===== config.mk =====
export PLATFORM = sky130hd
export DESIGN_NAME = ssap_top
export DESIGN_NICKNAME = d
export VERILOG_FILES = /design/src/common/ssap_pkg.sv /design/src/rtl/ssap_sync.sv /design/src/rtl/ssap_top.sv
export VERILOG_INCLUDE_DIRS = /design/src /design/src/common
export SDC_FILE = /design/constraint.sdc
export NUM_CORES = 1
export LEC_CHECK = 0
export BUFFER_PORTS_ARGS = -buffer_cell sky130_fd_sc_hd__buf_4
export CAP_MARGIN = 20
export CELL_PAD_IN_SITES_DETAIL_PLACEMENT = 1
export CELL_PAD_IN_SITES_GLOBAL_PLACEMENT = 2
export CORE_MARGIN = 10
export CORE_UTILIZATION = 41
export CTS_BUF_LIST = sky130_fd_sc_hd__clkbuf_8
export CTS_CLUSTER_DIAMETER = 120
export DETAILED_ROUTE_END_ITERATION = 10
export PLACE_DENSITY = 0.92
export SETUP_SLACK_MARGIN = 0.2
export SLEW_MARGIN = 40
export SYNTH_ARGS = -nofsm -noshare
export SYNTH_HDL_FRONTEND = slang
export SYNTH_SLANG_ARGS = --single-unit
export TNS_END_PERCENT = 50

===== constraint.sdc =====
create_clock -name clk_sys -period 3.1 [get_ports clk_sys]
set_input_delay 0.465 -clock clk_sys [delete_from_list [all_inputs] [get_ports clk_sys]]
set_output_delay 0.465 -clock clk_sys [all_outputs]
set_load 0.01 [all_outputs]

===== src/common/ssap_map.svh =====
// Constants of the stereo serial audio port: rates, widths, reset values
`ifndef SSAP_MAP_SVH
`define SSAP_MAP_SVH

// ----------------------------------------------------------------------
// Clock and rates
// ----------------------------------------------------------------------
`define SSAP_CLK_HZ 64'd25000000
`define SSAP_BCLK_441_HZ 64'd1411200
`define SSAP_BCLK_48_HZ 64'd1536000
`define SSAP_SLAVE_MAX_HZ 64'd3072000
`define SSAP_ACC_W 24

// ----------------------------------------------------------------------
// Frame layout
// ----------------------------------------------------------------------
`define SSAP_WORD_BITS 16
`define SSAP_FRAME_BITS 32
`define SSAP_BIT_LAST 4'hF

// ----------------------------------------------------------------------
// Reset values
// ----------------------------------------------------------------------
`define SSAP_SCK_RST 1'b0
`define SSAP_WS_RST 1'b0
`define SSAP_SDO_RST 1'b0

`endif


===== src/common/ssap_pkg.sv =====
// Types of the stereo serial audio port
package ssap_pkg;

  typedef logic [15:0] ssap_word_t;

  typedef enum logic [1:0] {
    ssap_role_off = 2'b00,
    ssap_role_master = 2'b01,
    ssap_role_slave = 2'b10
  } ssap_role_e;

endpackage : ssap_pkg


===== src/rtl/ssap_sync.sv =====
// Two-flop synchroniser for one pin input
`timescale 1ns/1ns
module ssap_sync (
  // Clock and reset
  input wire logic clk_sys,
  input wire logic resetn,
  // Pin in, synchronised out
  input wire logic pin_in,
  output logic pin_sync
);

  logic meta_r;
  logic sync_r;

  always_ff @(posedge clk_sys or negedge resetn) begin
    if (!resetn) begin
      meta_r <= 1'b0;
      sync_r <= 1'b0;
    end else begin
      meta_r <= pin_in;
      sync_r <= meta_r;
    end
  end

  assign pin_sync = sync_r;

endmodule : ssap_sync


===== src/rtl/ssap_top.sv =====
// Stereo serial audio port: master or slave, 16-bit words, 32-bit frames
`timescale 1ns/1ns
`include "ssap_map.svh"
module ssap_top (
  // Clock and reset
  input wire logic clk_sys,
  input wire logic resetn,
  // Configuration
  input wire logic cfg_enable,
  input wire logic cfg_master,
  input wire logic cfg_rate_48k,
  input wire logic cfg_source,
  input wire logic pcm_claim,
  output logic audio_grant,
  // Sample side
  input wire ssap_pkg::ssap_word_t tx_left,
  input wire ssap_pkg::ssap_word_t tx_right,
  output logic tx_take,
  output ssap_pkg::ssap_word_t rx_left,
  output ssap_pkg::ssap_word_t rx_right,
  output logic rx_valid,
  // Serial pins
  input wire logic sck_i,
  output logic sck_o,
  output logic sck_oe,
  input wire logic ws_i,
  output logic ws_o,
  output logic ws_oe,
  output logic sdo,
  input wire logic sdi
);

  // ----------------------------------------------------------------------
  // Divider increments
  // ----------------------------------------------------------------------
  // Phase accumulator overflows twice per bit period
  localparam logic [`SSAP_ACC_W-1:0] INC_441 = `SSAP_ACC_W'(
    (64'd2 * `SSAP_BCLK_441_HZ * (64'd1 << `SSAP_ACC_W)) / `SSAP_CLK_HZ);
  localparam logic [`SSAP_ACC_W-1:0] INC_48 = `SSAP_ACC_W'(
    (64'd2 * `SSAP_BCLK_48_HZ * (64'd1 << `SSAP_ACC_W)) / `SSAP_CLK_HZ);

  // ----------------------------------------------------------------------
  // Declarations
  // ----------------------------------------------------------------------
  ssap_pkg::ssap_role_e role_r;
  ssap_pkg::ssap_role_e role_nxt;
  logic grant_r;
  logic src_r;
  logic sck_oe_r;
  logic ws_oe_r;
  logic [`SSAP_ACC_W-1:0] acc_r;
  logic [`SSAP_ACC_W:0] acc_sum;
  logic carry;
  logic [3:0] half_cnt_r;
  logic sck_r;
  logic ws_r;
  logic [3:0] bit_cnt_r;
  logic sck_s;
  logic ws_s;
  logic sdi_s;
  logic sck_d_r;
  logic is_master;
  logic is_slave;
  logic fall_ev;
  logic rise_ev;
  logic ws_line;
  logic ws_rise_r;
  logic ws_fall_r;
  logic word_start;
  ssap_pkg::ssap_word_t right_hold_r;
  ssap_pkg::ssap_word_t load_word;
  ssap_pkg::ssap_word_t tx_sh_r;
  logic sdo_r;
  logic tx_take_r;
  ssap_pkg::ssap_word_t rx_sh_r;
  ssap_pkg::ssap_word_t rx_sh_nxt;
  ssap_pkg::ssap_word_t rx_left_hold_r;
  ssap_pkg::ssap_word_t rx_left_r;
  ssap_pkg::ssap_word_t rx_right_r;
  logic rx_valid_r;

  // ----------------------------------------------------------------------
  // Ownership and role
  // ----------------------------------------------------------------------
  always_comb begin
    if (!cfg_enable || pcm_claim) begin
      role_nxt = ssap_pkg::ssap_role_off;
    end else if (cfg_master) begin
      role_nxt = ssap_pkg::ssap_role_master;
    end else begin
      role_nxt = ssap_pkg::ssap_role_slave;
    end
  end

  always_ff @(posedge clk_sys or negedge resetn) begin
    if (!resetn) begin
      role_r <= ssap_pkg::ssap_role_off;
      grant_r <= 1'b0;
      src_r <= 1'b0;
      sck_oe_r <= 1'b0;
      ws_oe_r <= 1'b0;
    end else begin
      role_r <= role_nxt;
      grant_r <= (role_nxt != ssap_pkg::ssap_role_off);
      src_r <= cfg_source;
      // Pins turn only while we own the hardware in master role
      sck_oe_r <= (role_nxt == ssap_pkg::ssap_role_master);
      ws_oe_r <= (role_nxt == ssap_pkg::ssap_role_master);
    end
  end

  assign is_master = (role_r == ssap_pkg::ssap_role_master);
  assign is_slave = (role_r == ssap_pkg::ssap_role_slave);

  // ----------------------------------------------------------------------
  // Master bit clock and word select
  // ----------------------------------------------------------------------
  assign acc_sum = {1'b0, acc_r} + {1'b0, (cfg_rate_48k ? INC_48 : INC_441)};
  assign carry = acc_sum[`SSAP_ACC_W];

  // Fractional divider: jitter of one system cycle, average rate slightly below nominal as the increment is truncated
  always_ff @(posedge clk_sys or negedge resetn) begin
    if (!resetn) begin
      acc_r <= '0;
      sck_r <= `SSAP_SCK_RST;
    end else if (!is_master) begin
      acc_r <= '0;
      sck_r <= `SSAP_SCK_RST;
    end else begin
      acc_r <= acc_sum[`SSAP_ACC_W-1:0];
      if (carry) begin
        sck_r <= ~sck_r;
      end
    end
  end

  always_ff @(posedge clk_sys or negedge resetn) begin
    if (!resetn) begin
      bit_cnt_r <= 4'h0;
      ws_r <= `SSAP_WS_RST;
    end else if (!is_master) begin
      bit_cnt_r <= 4'h0;
      ws_r <= `SSAP_WS_RST;
    end else if (carry && sck_r) begin
      bit_cnt_r <= bit_cnt_r + 4'h1;
      if (bit_cnt_r == `SSAP_BIT_LAST) begin
        ws_r <= ~ws_r;
      end
    end
  end

  // ----------------------------------------------------------------------
  // Slave pin sampling
  // ----------------------------------------------------------------------
  ssap_sync u_sync_sck (
    .clk_sys(clk_sys),
    .resetn(resetn),
    .pin_in(sck_i),
    .pin_sync(sck_s)
  );

  ssap_sync u_sync_ws (
    .clk_sys(clk_sys),
    .resetn(resetn),
    .pin_in(ws_i),
    .pin_sync(ws_s)
  );

  ssap_sync u_sync_sdi (
    .clk_sys(clk_sys),
    .resetn(resetn),
    .pin_in(sdi),
    .pin_sync(sdi_s)
  );

  // Edge finder needs at least four system cycles per half period
  always_ff @(posedge clk_sys or negedge resetn) begin
    if (!resetn) begin
      sck_d_r <= 1'b0;
    end else begin
      sck_d_r <= sck_s;
    end
  end

  assign fall_ev = (is_master && carry && sck_r) || (is_slave && sck_d_r && !sck_s);
  assign rise_ev = (is_master && carry && !sck_r) || (is_slave && !sck_d_r && sck_s);
  assign ws_line = is_master ? ws_r : ws_s;

  // ----------------------------------------------------------------------
  // Word framing
  // ----------------------------------------------------------------------
  // Word select is taken mid-bit so its own edge never races the clock edge
  always_ff @(posedge clk_sys or negedge resetn) begin
    if (!resetn) begin
      ws_rise_r <= 1'b0;
      ws_fall_r <= 1'b0;
    end else if (role_r == ssap_pkg::ssap_role_off) begin
      // Fresh framing on each start, so no stale select change opens a word
      ws_rise_r <= 1'b0;
      ws_fall_r <= 1'b0;
    end else begin
      if (rise_ev) begin
        ws_rise_r <= ws_line;
      end
      if (fall_ev) begin
        ws_fall_r <= ws_rise_r;
      end
    end
  end

  // First falling edge after the select change starts a word
  assign word_start = fall_ev && (ws_rise_r != ws_fall_r);
  assign load_word = ws_rise_r ? right_hold_r : tx_left;

  // ----------------------------------------------------------------------
  // Transmit
  // ----------------------------------------------------------------------
  always_ff @(posedge clk_sys or negedge resetn) begin
    if (!resetn) begin
      right_hold_r <= '0;
      tx_take_r <= 1'b0;
    end else begin
      tx_take_r <= 1'b0;
      // Both channels taken together so a frame is never torn
      if (word_start && !ws_rise_r && src_r) begin
        right_hold_r <= tx_right;
        tx_take_r <= 1'b1;
      end
    end
  end

  always_ff @(posedge clk_sys or negedge resetn) begin
    if (!resetn) begin
      tx_sh_r <= '0;
      sdo_r <= `SSAP_SDO_RST;
    end else if (role_r == ssap_pkg::ssap_role_off) begin
      tx_sh_r <= '0;
      sdo_r <= `SSAP_SDO_RST;
    end else if (word_start) begin
      // Sink role keeps the line low
      sdo_r <= src_r ? load_word[15] : 1'b0;
      tx_sh_r <= src_r ? {load_word[14:0], 1'b0} : '0;
    end else if (fall_ev) begin
      sdo_r <= tx_sh_r[15];
      tx_sh_r <= {tx_sh_r[14:0], 1'b0};
    end
  end

  // ----------------------------------------------------------------------
  // Receive
  // ----------------------------------------------------------------------
  assign rx_sh_nxt = {rx_sh_r[14:0], sdi_s};

  // Select change seen at a rising edge closes the word just shifted in
  always_ff @(posedge clk_sys or negedge resetn) begin
    if (!resetn) begin
      rx_sh_r <= '0;
      rx_left_hold_r <= '0;
      rx_left_r <= '0;
      rx_right_r <= '0;
      rx_valid_r <= 1'b0;
    end else begin
      rx_valid_r <= 1'b0;
      if (rise_ev && !src_r) begin
        rx_sh_r <= rx_sh_nxt;
        if (ws_line != ws_rise_r) begin
          if (!ws_rise_r) begin
            rx_left_hold_r <= rx_sh_nxt;
          end else begin
            rx_left_r <= rx_left_hold_r;
            rx_right_r <= rx_sh_nxt;
            rx_valid_r <= 1'b1;
          end
        end
      end
    end
  end

  // ----------------------------------------------------------------------
  // Outputs
  // ----------------------------------------------------------------------
  assign audio_grant = grant_r;
  assign tx_take = tx_take_r;
  assign rx_left = rx_left_r;
  assign rx_right = rx_right_r;
  assign rx_valid = rx_valid_r;
  assign sck_o = sck_r;
  assign sck_oe = sck_oe_r;
  assign ws_o = ws_r;
  assign ws_oe = ws_oe_r;
  assign sdo = sdo_r;

  // ----------------------------------------------------------------------
  // Assertions
  // ----------------------------------------------------------------------
  // Cycles since the last divider overflow; a role drop restarts it
  always_ff @(posedge clk_sys or negedge resetn) begin
    if (!resetn) begin
      half_cnt_r <= 4'h0;
    end else if (!is_master || carry) begin
      half_cnt_r <= 4'h0;
    end else if (half_cnt_r != 4'hF) begin
      half_cnt_r <= half_cnt_r + 4'h1;
    end
  end
endmodule : ssap_top


## Word-level counts from Yosys, hierarchy flattened

Cells that the tools add are included.

- $add $sub $neg: 2
- Equality and inequality tests: 9
- Multiplexer cells: 29
- Bitwise logic cells: 3
- Reductions and logical operators: 29

Operators with widths:

| kind | count |
|---|---|
| two-way mux 16 bit | 5 |
| adder 24 x 21 -> 25 bit | 1 |
| two-way mux 24 bit | 1 |
| two-way mux 1 bit | 18 |
| two-way mux 18 bit | 1 |
| logical AND 1 bit | 12 |
| two-way mux 4 bit | 2 |
| zero test 1 bit | 6 |
| AND reduction 3 bit | 2 |
| nonzero test 2 bit | 3 |
| adder 4 x 1 -> 4 bit (second input constant) | 1 |
| equality test 2 x 1 -> 1 bit (second input constant) | 2 |
| equality test 4 bit (second input constant) | 1 |
| two-way mux 2 bit | 2 |
| inequality test 2 x 1 -> 1 bit (second input constant) | 2 |
| logical OR 1 bit | 3 |
| inverter 1 bit | 3 |
| nonzero test 3 bit | 1 |
| equality test 2 bit (second input constant) | 1 |
| zero test 2 bit | 1 |
| inequality test 1 bit | 2 |
| inequality test 2 bit (second input constant) | 1 |
| AND reduction 2 bit | 1 |

- Flip-flop bits (word level): 142
- Bits of input ports: 42
- Word-level logic and storage cells: 98

## Longest topological paths before layout

Gate-level depths: netlist of run 1.

- Word-level depth: 9
- Depth in mapped cells: 11

## Modules after synthesis

A second synthesis of run 1 with hierarchy kept.

- Cell total of the unflattened synthesis: 463
- Area total of the unflattened synthesis: 6074.6 um^2

Modules (own cells, without submodules):

| module | times used | cells an instance | area an instance (um^2) |
|---|---|---|---|
| ssap_top | 1 | 457 | 5924.4 |
| ssap_sync | 3 | 2 | 50.0 |

## Least setup slack after synthesis of run 1

No wires, ideal clock.

- Kind: input-to-reg
- Start: in cfg_rate_48k
- End: reg rx_left_r[0], in the netlist rx_left[0]
- Library setup time: 0.125 ns
- Data arrival time: 2.498 ns
- Data required time: 2.975 ns
- Path slack: 0.477 ns
- Cell stages on the path: 11
- Buffers on the path: 3
- Cells stage by stage: inv_1 -> ha_1 -> a21oi_1 -> o211ai_4 -> a21oi_1 -> a21bo_1 -> buf_6 -> and3_4 -> buf_6 -> buf_12 -> mux2_4

- Word-level cells in the longest chain between the ends: 7

Ends and longest elaborated chain:

| what | RTL line | text |
|---|---|---|
| start, declared | ssap_top.sv:11 | `input wire logic cfg_rate_48k,` |
| two-way mux 18 bit | ssap_top.sv:118 | `assign acc_sum = {1'b0, acc_r} + {1'b0, (cfg_rate_48k ? INC_48 : INC_441)};` |
| adder 24 x 21 -> 25 bit | ssap_top.sv:118 |  |
| logical AND 1 bit (2 in series) | ssap_top.sv:186 | `assign rise_ev = (is_master && carry && !sck_r) \|\| (is_slave && !sck_d_r && sck_s);` |
| logical OR 1 bit | ssap_top.sv:186 |  |
| logical AND 1 bit | ssap_top.sv:264 | `if (rise_ev && !src_r) begin` |
| AND reduction 3 bit (no source line) | - |  |
| end signal, assigned | ssap_top.sv:270 | `rx_left_r <= rx_left_hold_r;` |
| end, declared | ssap_top.sv:78 | `ssap_pkg::ssap_word_t rx_left_r;` |

Every way passes these cells.
A chain may end at the register's enable or synchronous reset.

## Worst setup path in the final report of run 1

- Start: reg acc_r[15]
- End: reg rx_right_r[6], in the netlist rx_right[6]

- Word-level cells in the longest chain between the ends: 6

Ends and longest elaborated chain:

| what | RTL line | text |
|---|---|---|
| start, declared | ssap_top.sv:51 | `` logic [`SSAP_ACC_W-1:0] acc_r; `` |
| start signal, assigned | ssap_top.sv:130 | `` acc_r <= acc_sum[`SSAP_ACC_W-1:0]; `` |
| adder 24 x 21 -> 25 bit | ssap_top.sv:118 |  |
| logical AND 1 bit (2 in series) | ssap_top.sv:186 |  |
| logical OR 1 bit | ssap_top.sv:186 |  |
| logical AND 1 bit | ssap_top.sv:264 |  |
| AND reduction 3 bit (no source line) | - |  |
| end signal, assigned | ssap_top.sv:271 | `rx_right_r <= rx_sh_nxt;` |
| end, declared | ssap_top.sv:79 | `ssap_pkg::ssap_word_t rx_right_r;` |

Every way passes these cells.

==> results.ini, run 1 <==
[placed_design]
dpl_cell_area_mm2=0.007052
portBuffers=81
gp_congestion=0.7975
hpwlAfterDp_um=10510
dp.cells=739
pre_cts_ws_ps=183.9

[routing]
drt.antenna.violating_nets=0
dr.pass1.iters=4
routed-via-count=4146
drc=0
routedWlPerCell_um=18.85
drt_iter0_markers=170
wl_um=14500
via_per_inst=5.391

[grt]
grt_usage_pct=14.49
antenna_found_initial=0
grt_pass1_vias=4501
grt_max_degree=70
grt_pass1_wl_um=23660
grt_overflow=0

[critical_path]
r2r-end=rx_right[6]$_DFFE_PN0P_
arrival_ps=2890
critPathMaxFanout=16
worst_setup_path_start_kind=register
r2r_start=acc_r[15]$_DFF_PN0_
cp.required_ps=3420
reg2regPathDepth=8
crit_path_end_kind=register
r2r_slack_ps=530
path_class=reg2reg

[synth]
yosysWarnings=0
yosysTopAreaCell=dfrtp_1
netlist_area_mm2=0.006262
syn_avg_cell_area_um2=12.86
ys_seq_area_share_pct=54.35
synth_nets=540
synth-async-reset-ratio_pct=100.0
yosysTopAreaCellShare_pct=54.35
synth.area.top_cells=dfrtp_1, mux2_2, mux2_4
ys.flop_type=dfrtp_1
synth_edf_count=0
ys_ff_latch=136
synth_cell_types=52
syn_inst=487

[clock_network]
cts_buffers=17
post_cts_buffers=0
cts-root-buf=clkbuf_8
tritoncts=yes
postCtsHoldBufs=0
clock_sinks=136
clk_latency_ps=440
h-tree-depth=4
clk_pin_slew_ps=80
cts.path.max_buffers=2
cts_resized=0

[floorplanning]
design.portCount=82
die-area_mm2=0.02062
die_h_um=143.6
start_util_pct=41.50
fp-row-count=45
die_x_um=143.6
core_area_mm2=0.01509

[layout]
diodes=0
fin_cells=769
syn_to_final_growth_pct=18.30
nFillCells=1559
drive_gt1_share_pct=35.80
design_area_mm2=0.007408
layout.nets=623

[timing]
period_share_pct=82.89
fin_crit_ps=2570
finalSetupTns_ps=0
slew_headroom_pct=53.06
whs_ps=35.19
fmax_ghz=0.3892
rsz0062_at_grt=false
setup_ws_ps=530.4
setup_viol_count_final=0
finalHoldViolCount=0
drv_slew=0
tightest_slew_ps=686.3
skew_ps=11.94

[run_status]
status=complete, no violations

[power]
intPower_mw=2.570
p_per_area_mw_per_mm2=455.5
clock_power_share_pct=39.6
switchingPower_mw=0.8044
sw_frac_of_total_pct=23.84
seqPwrFrac_pct=53.8
p_leak_nw=3.578
power_frac_comb_pct=6.6
vdd.ir_drop.worst_uv=336.3

[job]
drv_cap=0

[min_path]
hold_path_class=in2async

[cell type report]
type                    count  area, µm²  area share [%]
clock buffers              20      275.3           3.716
repair buffers             93      739.5           9.981
multi-input cells         318       2659           35.89
inverters                   4      15.01          0.2027
well taps                 188      235.2           3.175
flip-flops and latches    136       3405           45.96
clock inverters            10      80.08           1.081
[per-stage QoR]
stage               util (%)  total power [mW]
floorplan                  -             1.957
finish                 49.10             3.375
detailed placement     46.73             2.077
global route           49.10             3.526
CTS                    49.09             3.426
global placement       46.73             2.067
[how the worst max path moves through the flow]
stage	from	endpoint	slack, ps	depth (start not counted)
4_1_cts	acc_r[15]$_DFF_PN0_	rx_right[6]$_DFFE_PN0P_	510	8
6_report	acc_r[15]$_DFF_PN0_	rx_right[6]$_DFFE_PN0P_	530	8
5_1_grt	acc_r[15]$_DFF_PN0_	rx_right[6]$_DFFE_PN0P_	370	8
3_3_place_gp	cfg_rate_48k	rx_right[5]$_DFFE_PN0P_	260	10
2_1_floorplan	cfg_rate_48k	rx_left[0]$_DFFE_PN0P_	480	11
3_5_place_dp	cfg_rate_48k	rx_right[6]$_DFFE_PN0P_	180	10
[sequential cells by signal (all words and copies together), names as in the netlist, 2 cells and up]
register        count
acc_r              20
bit_cnt_r           4
right_hold_r       16
role_r              2
rx_left            16
rx_left_hold_r     16
rx_right           16
rx_sh_r            15
tx_sh_r            15
[cells in the mapped netlist (all sizes together) (5+ instances only)]
master,count
dfrtp,136
mux2,80
nand2,30
nor2,27
a21o,16
a22oi,16
clkbuf,16
mux2i,16
a221oi,15
buf,13
o21ai,13
xor2,12
ha,11
a21oi,10
o21a,7
xnor2,7
nand3,6
nor2b,6
o211ai,5
[power groups by stage]
stage | sequential, mW | clock [mW] | combinational, mW
2_1_floorplan | 1.84 | 0 | 0.114
3_3_place_gp | 1.85 | 0 | 0.218
3_5_place_dp | 1.85 | 0 | 0.226
4_1_cts | 1.82 | 1.38 | 0.227
5_1_grt | 1.82 | 1.46 | 0.250
6_report | 1.82 | 1.34 | 0.221
[placed cells by master, fill, tap and decap left out, drive strengths merged, types with 2 or more instances in the layout]
cell	netlist	routed
clkinv	0	6
nand3b	2	2
a221oi	15	15
inv	4	7
a211oi	4	4
nand4	2	2
o211ai	5	5
clkbuf	16	20
nor2b	6	6
o21a	7	7
mux2	80	80
a21oi	10	10
mux2i	16	16
xnor2	7	7
or3	2	2
nor2	27	27
a21o	16	16
nand2	30	30
nor4	2	2
dfrtp	136	136
and2	4	4
buf	13	93
and3	4	4
ha	11	11
xor2	12	12
o21ai	13	13
nand3	6	6
o221ai	2	2
nor3	4	4
a22oi	16	16
nand2b	3	3
[kinds of logic (layout without fill, tap and decap cells)]
kind of cell / after synthesis / in the layout / share of synthesized area, %
AO/OA/AOI/OAI: 96 / 96 / 11.29
XOR/XNOR: 19 / 19 / 2.657
adder cells (fa/ha/maj): 11 / 11 / 2.198
buffers and inverters: 33 / 127 / 3.197
flip-flops: 136 / 136 / 54.35
multiplexers: 96 / 96 / 18.68
AND/OR/NAND/NOR: 96 / 96 / 7.633
[critical path: stages, from the launching register on]
cell,delay [ps]
dfrtp_1,390
ha_1,390
nand3_1,130
a211oi_1,310
o21a_1,220
a21bo_1,170
and3_4,290
buf_12,190
mux2_2,340
[per-layer routing]
metal,up-vias,track usage (%),routed length [µm]
met5,-,0,0
met4,0,5.320,219
met3,16,3.927,650
met1,2119,17.65,6419
met2,85,24.07,7207
li1,1926,-,-
Note: power is estimated with default switching activity, not from simulation.
==> run 2: changes to the inputs <==
Settings changed: CORE_UTILIZATION 41 to 37, PLACE_DENSITY 0.92 to 0.88.
Clock period 3.1 ns to 2.2 ns, I/O delays scaled along.
==> run 2 against run 1 <==
Effect of this change:
- fmax is 9.7% higher
- clock-buffer cell count is 3 lower
- clock power is 57% higher
- global-route usage is 1.5 points higher
- first-iteration DRC count is 59% higher
- critical path depth stayed put
- the run now ends with negative setup slack left
- largest power group unchanged
==> results.ini, run 2 (synthesis gave the netlist of run 1 again) <==
[critical_path]
cp_slowest_cell=dfrtp_1
crit_path_end_kind=register
arrival_ps=2690
crit_path_cell_trace=ha_1 > nor2_1 > nand2_1 > o21a_1 > a21bo_1 > and3_4 > clkbuf_16 > mux2_4
crit_family=simple AND/OR/NAND/NOR gates
timing.critical_path.buf_inv=1
critPathMaxStageDelay_ps=380
worst_setup_path_start_kind=register
path_class=reg2reg
cp.required_ps=2540
critPathMaxFanout=6

[power]
sw_frac_of_total_pct=26.19
intPower_mw=3.795
vdd.ir_drop.worst_uv=358.1
p_leak_nw=4.066
clock_power_share_pct=40.9
total_power_mw=5.141
power_frac_comb_pct=9.2
switchingPower_mw=1.346
p_per_area_mw_per_mm2=594.1
seqPwrFrac_pct=49.8

[routing]
wl_met1_um=7643
via_per_inst=5.246
drc=0
wl_um=17850
drt_iter0_markers=270
drt.antenna.violating_nets=0
dr.pass1.iters=4
wl_met3_um=739
routedWlPerCell_um=20.45
wl_met2_um=9189
top_layer=met4
routed-via-count=4580

[layout]
diodes=0
final_common_cell=buf_4
layout_common_cells=buf_4, dfrtp_1, mux2_4
fin_util_pct=52.18
max_flop_register=acc_r
syn_to_final_growth_pct=38.18
largest_register_ff_count=20
nFillCells=1698
drive_gt1_share_pct=46.86
layout.nets=693

[floorplanning]
die_x_um=150.1
design.portCount=82
start_util_pct=37.76
die-area_mm2=0.02253
fp-row-count=47
die_h_um=150.1
core_area_mm2=0.01658

[clock_network]
h-tree-depth=4
clk_latency_ps=460
cts_buffers=17
clock_sinks=136
tritoncts=yes
clk_pin_slew_ps=80
cts-root-buf=clkbuf_8
cts.path.max_buffers=2

[timing]
slew_headroom_pct=56.07
skew_ps=11.56
setup_ws_ps=-143.1
period_share_pct=106.5
rsz0062_at_grt=true
fmax_ghz=0.4268
finalHoldViolCount=0
fin_crit_ps=2343
setup_viol_count_final=80
tightest_slew_ps=658.9
drv_slew=0

[run_status]
status=finished with violations
violations=negative setup slack

[grt]
grt_usage_pct=16.00
grt_pass1_wl_um=28650
grt_max_degree=51
grt_overflow=0
grt_pass1_vias=5181
antenna_found_initial=0

[placed_design]
portBuffers=81
hpwlAfterDp_um=11340
pre_cts_ws_ps=-349.6
gp_congestion=0.8204

[min_path]
hold_path_class=in2reg

[job]
drv_cap=0

## run 2: cell count changes in the layout (fill, tap and decap cells not counted), sizes merged
cell / before / now
clkinvlp: 0 / 1
inv: 7 / 10
buf: 93 / 155
dlygate4sd3: 0 / 5
bufinv: 1 / 2
## run 2: repair_timing
| action | in CTS | in global routing |
|---|---|---|
| buffers inserted | 7 | 5 |
| hold endpoints to repair | 40 | 0 |
| hold buffers | 5 | 0 |
| pin swaps | 15 | 6 |
| resized for setup | 78 | 28 |
| endpoints found under the setup margin | 110 | 116 |
| cloned | 2 | 3 |
## run 2: per-stage QoR
| step | setup TNS [ps] | cell area [µm²] | hold slack [ps] | cells |
|---|---|---|---|---|
| CTS | -1561 | 8437 | 2.728 | 865 |
| detailed placement | -24190 | 7521 | 254.4 | 819 |
| finish | -6616 | 8653 | 19.70 | 873 |
| global placement | -18990 | 7521 | 253.3 | 819 |
| global route | -10950 | 8653 | 14.82 | 873 |
| floorplan | -6840 | 6311 | 34.41 | 487 |
## run 2: layer usage
metal  up-vias  GRT usage, %
met5         -             0
met4         0         6.317
met3        22         3.691
met2       103         27.33
met1      2377         19.12
li1       2078             -
## run 2: cell type report
| class | instances | area, µm² | share of cell area [%] |
|---|---|---|---|
| Clock buffer | 17 | 234.0 | 2.704 |
| Clock inverter | 15 | 168.9 | 1.952 |
| Inverter | 4 | 15.01 | 0.1735 |
| Multi-Input combinational cell | 318 | 3107 | 35.90 |
| Sequential cell | 136 | 3403 | 39.33 |
| Tap cell | 220 | 275.3 | 3.181 |
| Timing Repair Buffer | 163 | 1450 | 16.76 |
## run 2: path summary, 6_finish.rpt
| check | slack [ps] | endpoint | start | depth (start not counted) |
|---|---|---|---|---|
| hold / removal | 20 | role_r[1]$_DFF_PN0_ | cfg_master | 2 |
| setup reg to reg | -140 | rx_right[13]$_DFFE_PN0P_ | acc_r[12]$_DFF_PN0_ | 8 |
| setup / recovery | -140 | rx_right[13]$_DFFE_PN0P_ | acc_r[12]$_DFF_PN0_ | 8 |
| hold reg to reg | 350 | u_sync_ws.pin_sync$_DFF_PN0_ | u_sync_ws.meta_r$_DFF_PN0_ | 0 |
| max in group asynchronous | 1180 | rx_left_hold_r[6]$_DFFE_PN0P_ | resetn | 3 |
| min in group asynchronous | 340 | rx_left_hold_r[3]$_DFFE_PN0P_ | resetn | 2 |
## run 2: power by group through the flow
stage | sequential, mW | combinational (mW) | clock [mW]
after floorplan | 2.60 | 0.167 | 0
after global placement | 2.60 | 0.375 | 0
after detailed placement | 2.61 | 0.390 | 0
after CTS | 2.56 | 0.450 | 2.14
after global routing | 2.57 | 0.520 | 2.28
final | 2.56 | 0.475 | 2.10
==> run 3: changes to the inputs <==
Settings changed: CORE_ASPECT_RATIO set to 0.5.
==> run 3 against run 2 <==
Effect of this change:
- the run still ends with negative setup slack left
- total power grew 2.9%
- sequential power about the same
- largest power group unchanged
- clock skew increased by 14 ps
- final cell count rose by 2.1%
- die area rose by 1.4%
- critical endpoint is now right_hold_r[4]$_DFFE_PN0P_
- via count rose by 1.9%
- fmax decreased by 2.8%
- non-clock buffer count increased by 10
- clock-buffer cell count unchanged
- critical path depth rose by 2
- hold slack improved by 26 ps
- cell area is 0.59% higher
==> results.ini, run 3 (synthesis gave the netlist of run 1 again) <==
[critical_path]
worst_setup_path_start_kind=register
arrival_ps=2740
critPathMaxFanout=8
path_class=reg2reg
cp.required_ps=2530
crit_path_end_kind=register

[routing]
routed-via-count=4665
wl_um=19810
via_per_inst=5.236
drc=0
dr.pass1.iters=4
drt_iter0_markers=282
drt.antenna.violating_nets=0
routedWlPerCell_um=22.23

[timing]
period_share_pct=109.6
finalHoldViolCount=0
fin_crit_ps=2412
setup_viol_count_final=90
fmax_ghz=0.4147
setup_ws_ps=-211.6
drv_slew=0
rsz0062_at_grt=true
finalSetupTns_ps=-9325
slew_headroom_pct=56.77
skew_ps=25.55
tightest_slew_ps=648.4

[run_status]
violations=negative setup slack
status=finished with violations

[clock_network]
cts_buffers=17
clk_pin_slew_ps=90
cts-root-buf=clkbuf_8
cts.path.max_buffers=2
clock_sinks=136
h-tree-depth=4
clk_latency_ps=460
tritoncts=yes

[power]
vdd.ir_drop.worst_uv=363.3
sw_frac_of_total_pct=27.71
seqPwrFrac_pct=48.4
p_leak_nw=4.118
power_frac_comb_pct=9.5
intPower_mw=3.824
clock_power_share_pct=42.2
switchingPower_mw=1.466
p_per_area_mw_per_mm2=607.8

[grt]
grt_usage_pct=15.89
grt_max_degree=45
grt_overflow=0
grt_pass1_vias=5200
grt_pass1_wl_um=29110
antenna_found_initial=0

[layout]
layout_common_cells=buf_4, dfrtp_1, mux2_4
final_common_cell=buf_4
layout.nets=704
largest_register_ff_count=20
drive_gt1_share_pct=48.64
syn_to_final_growth_pct=39.00
max_flop_register=acc_r
design_area_mm2=0.008705
nFillCells=1670
diodes=0

[placed_design]
dpl_cell_area_mm2=0.007557
hpwlAfterDp_um=11330
portBuffers=81
gp_congestion=0.8060

[min_path]
hold_path_class=in2reg

[floorplanning]
fp-row-count=33
start_util_pct=38.01
die-area_mm2=0.02284
die_h_um=112.0
core_area_mm2=0.01647
design.portCount=82
die_x_um=204.0

[job]
drv_cap=0

==> run 3: cell count changes in the layout (fill, tap and decap cells not counted), sizes merged <==
cell    delta
and3       +1
inv        +2
clkinv     -2
buf        +9
bufbuf     +1
==> run 3: routing by layer <==
layer,track usage [%],wire [µm]
met5,0,0
met4,5.640,297
met3,2.922,411
met2,28.96,10540
met1,18.31,8554
==> run 3: power groups by stage <==
| stage | registers (mW) | logic [mW] | clock network (mW) |
|---|---|---|---|
| 2_1_floorplan | 2.60 | 0.167 | 0 |
| 3_3_place_gp | 2.60 | 0.387 | 0 |
| 3_5_place_dp | 2.61 | 0.401 | 0 |
| 4_1_cts | 2.56 | 0.460 | 2.26 |
| 5_1_grt | 2.56 | 0.540 | 2.40 |
| 6_report | 2.56 | 0.501 | 2.23 |
==> run 3: worst max-delay path: stages, from the launching register on <==
cell and delay [ps]:
dfrtp_1 410, ha_4 180, ha_4 160, a21oi_4 170, o22ai_4 110, buf_4 150, o211ai_1 290, nand2_2 160
and3_4 210, buf_12 150, mux2_4 290
==> run 3: cell type report <==
cell class / instances / area, µm² / area share [%]
clock buffers: 17 / 234.0 / 2.688
clock inverters: 15 / 180.2 / 2.070
inverters: 4 / 15.01 / 0.1725
multi-input cells: 319 / 3042 / 34.94
flip-flops and latches: 136 / 3403 / 39.10
well taps: 227 / 284.0 / 3.263
repair buffers: 173 / 1546 / 17.77
==> run 3: what timing repair did <==
action,in CTS,in global routing
setup endpoints to repair,111,114
pin swaps,21,21
hold buffers,5,0
buffers inserted,13,7
resized for setup,56,25
cloned,2,4
hold endpoints to repair,45,0
==> run 3: stage by stage <==
stage / utilization, % / total power [mW] / worst slack, ps / hold WS [ps] / cells
after CTS: 51.33 / 5.278 / -134.8 / 18.98 / 880
after floorplan: - / 2.765 / -191.8 / 34.41 / 487
after global placement: 45.87 / 2.989 / -335.0 / 290.9 / 828
after detailed placement: 45.87 / 3.006 / -392.8 / 294.6 / 828
final: 52.84 / 5.291 / -211.6 / 45.43 / 891
after global routing: 52.84 / 5.500 / -283.4 / 26.06 / 891
==> run 3: path summary, 6_finish.rpt <==
kind | startpoint | end | slack (ps) | cells past startpoint
max | acc_r[4]$_DFF_PN0_ | right_hold_r[4]$_DFFE_PN0P_ | -210 | 10
min | cfg_master | role_r[1]$_DFF_PN0_ | 50 | 2
max reg2reg | acc_r[4]$_DFF_PN0_ | right_hold_r[4]$_DFFE_PN0P_ | -210 | 10
min reg2reg | u_sync_sck.meta_r$_DFF_PN0_ | u_sync_sck.pin_sync$_DFF_PN0_ | 350 | 0
max in group asynchronous | resetn | tx_sh_r[5]$_DFFE_PN0P_ | 1200 | 3
min in group asynchronous | resetn | right_hold_r[1]$_DFFE_PN0P_ | 370 | 2
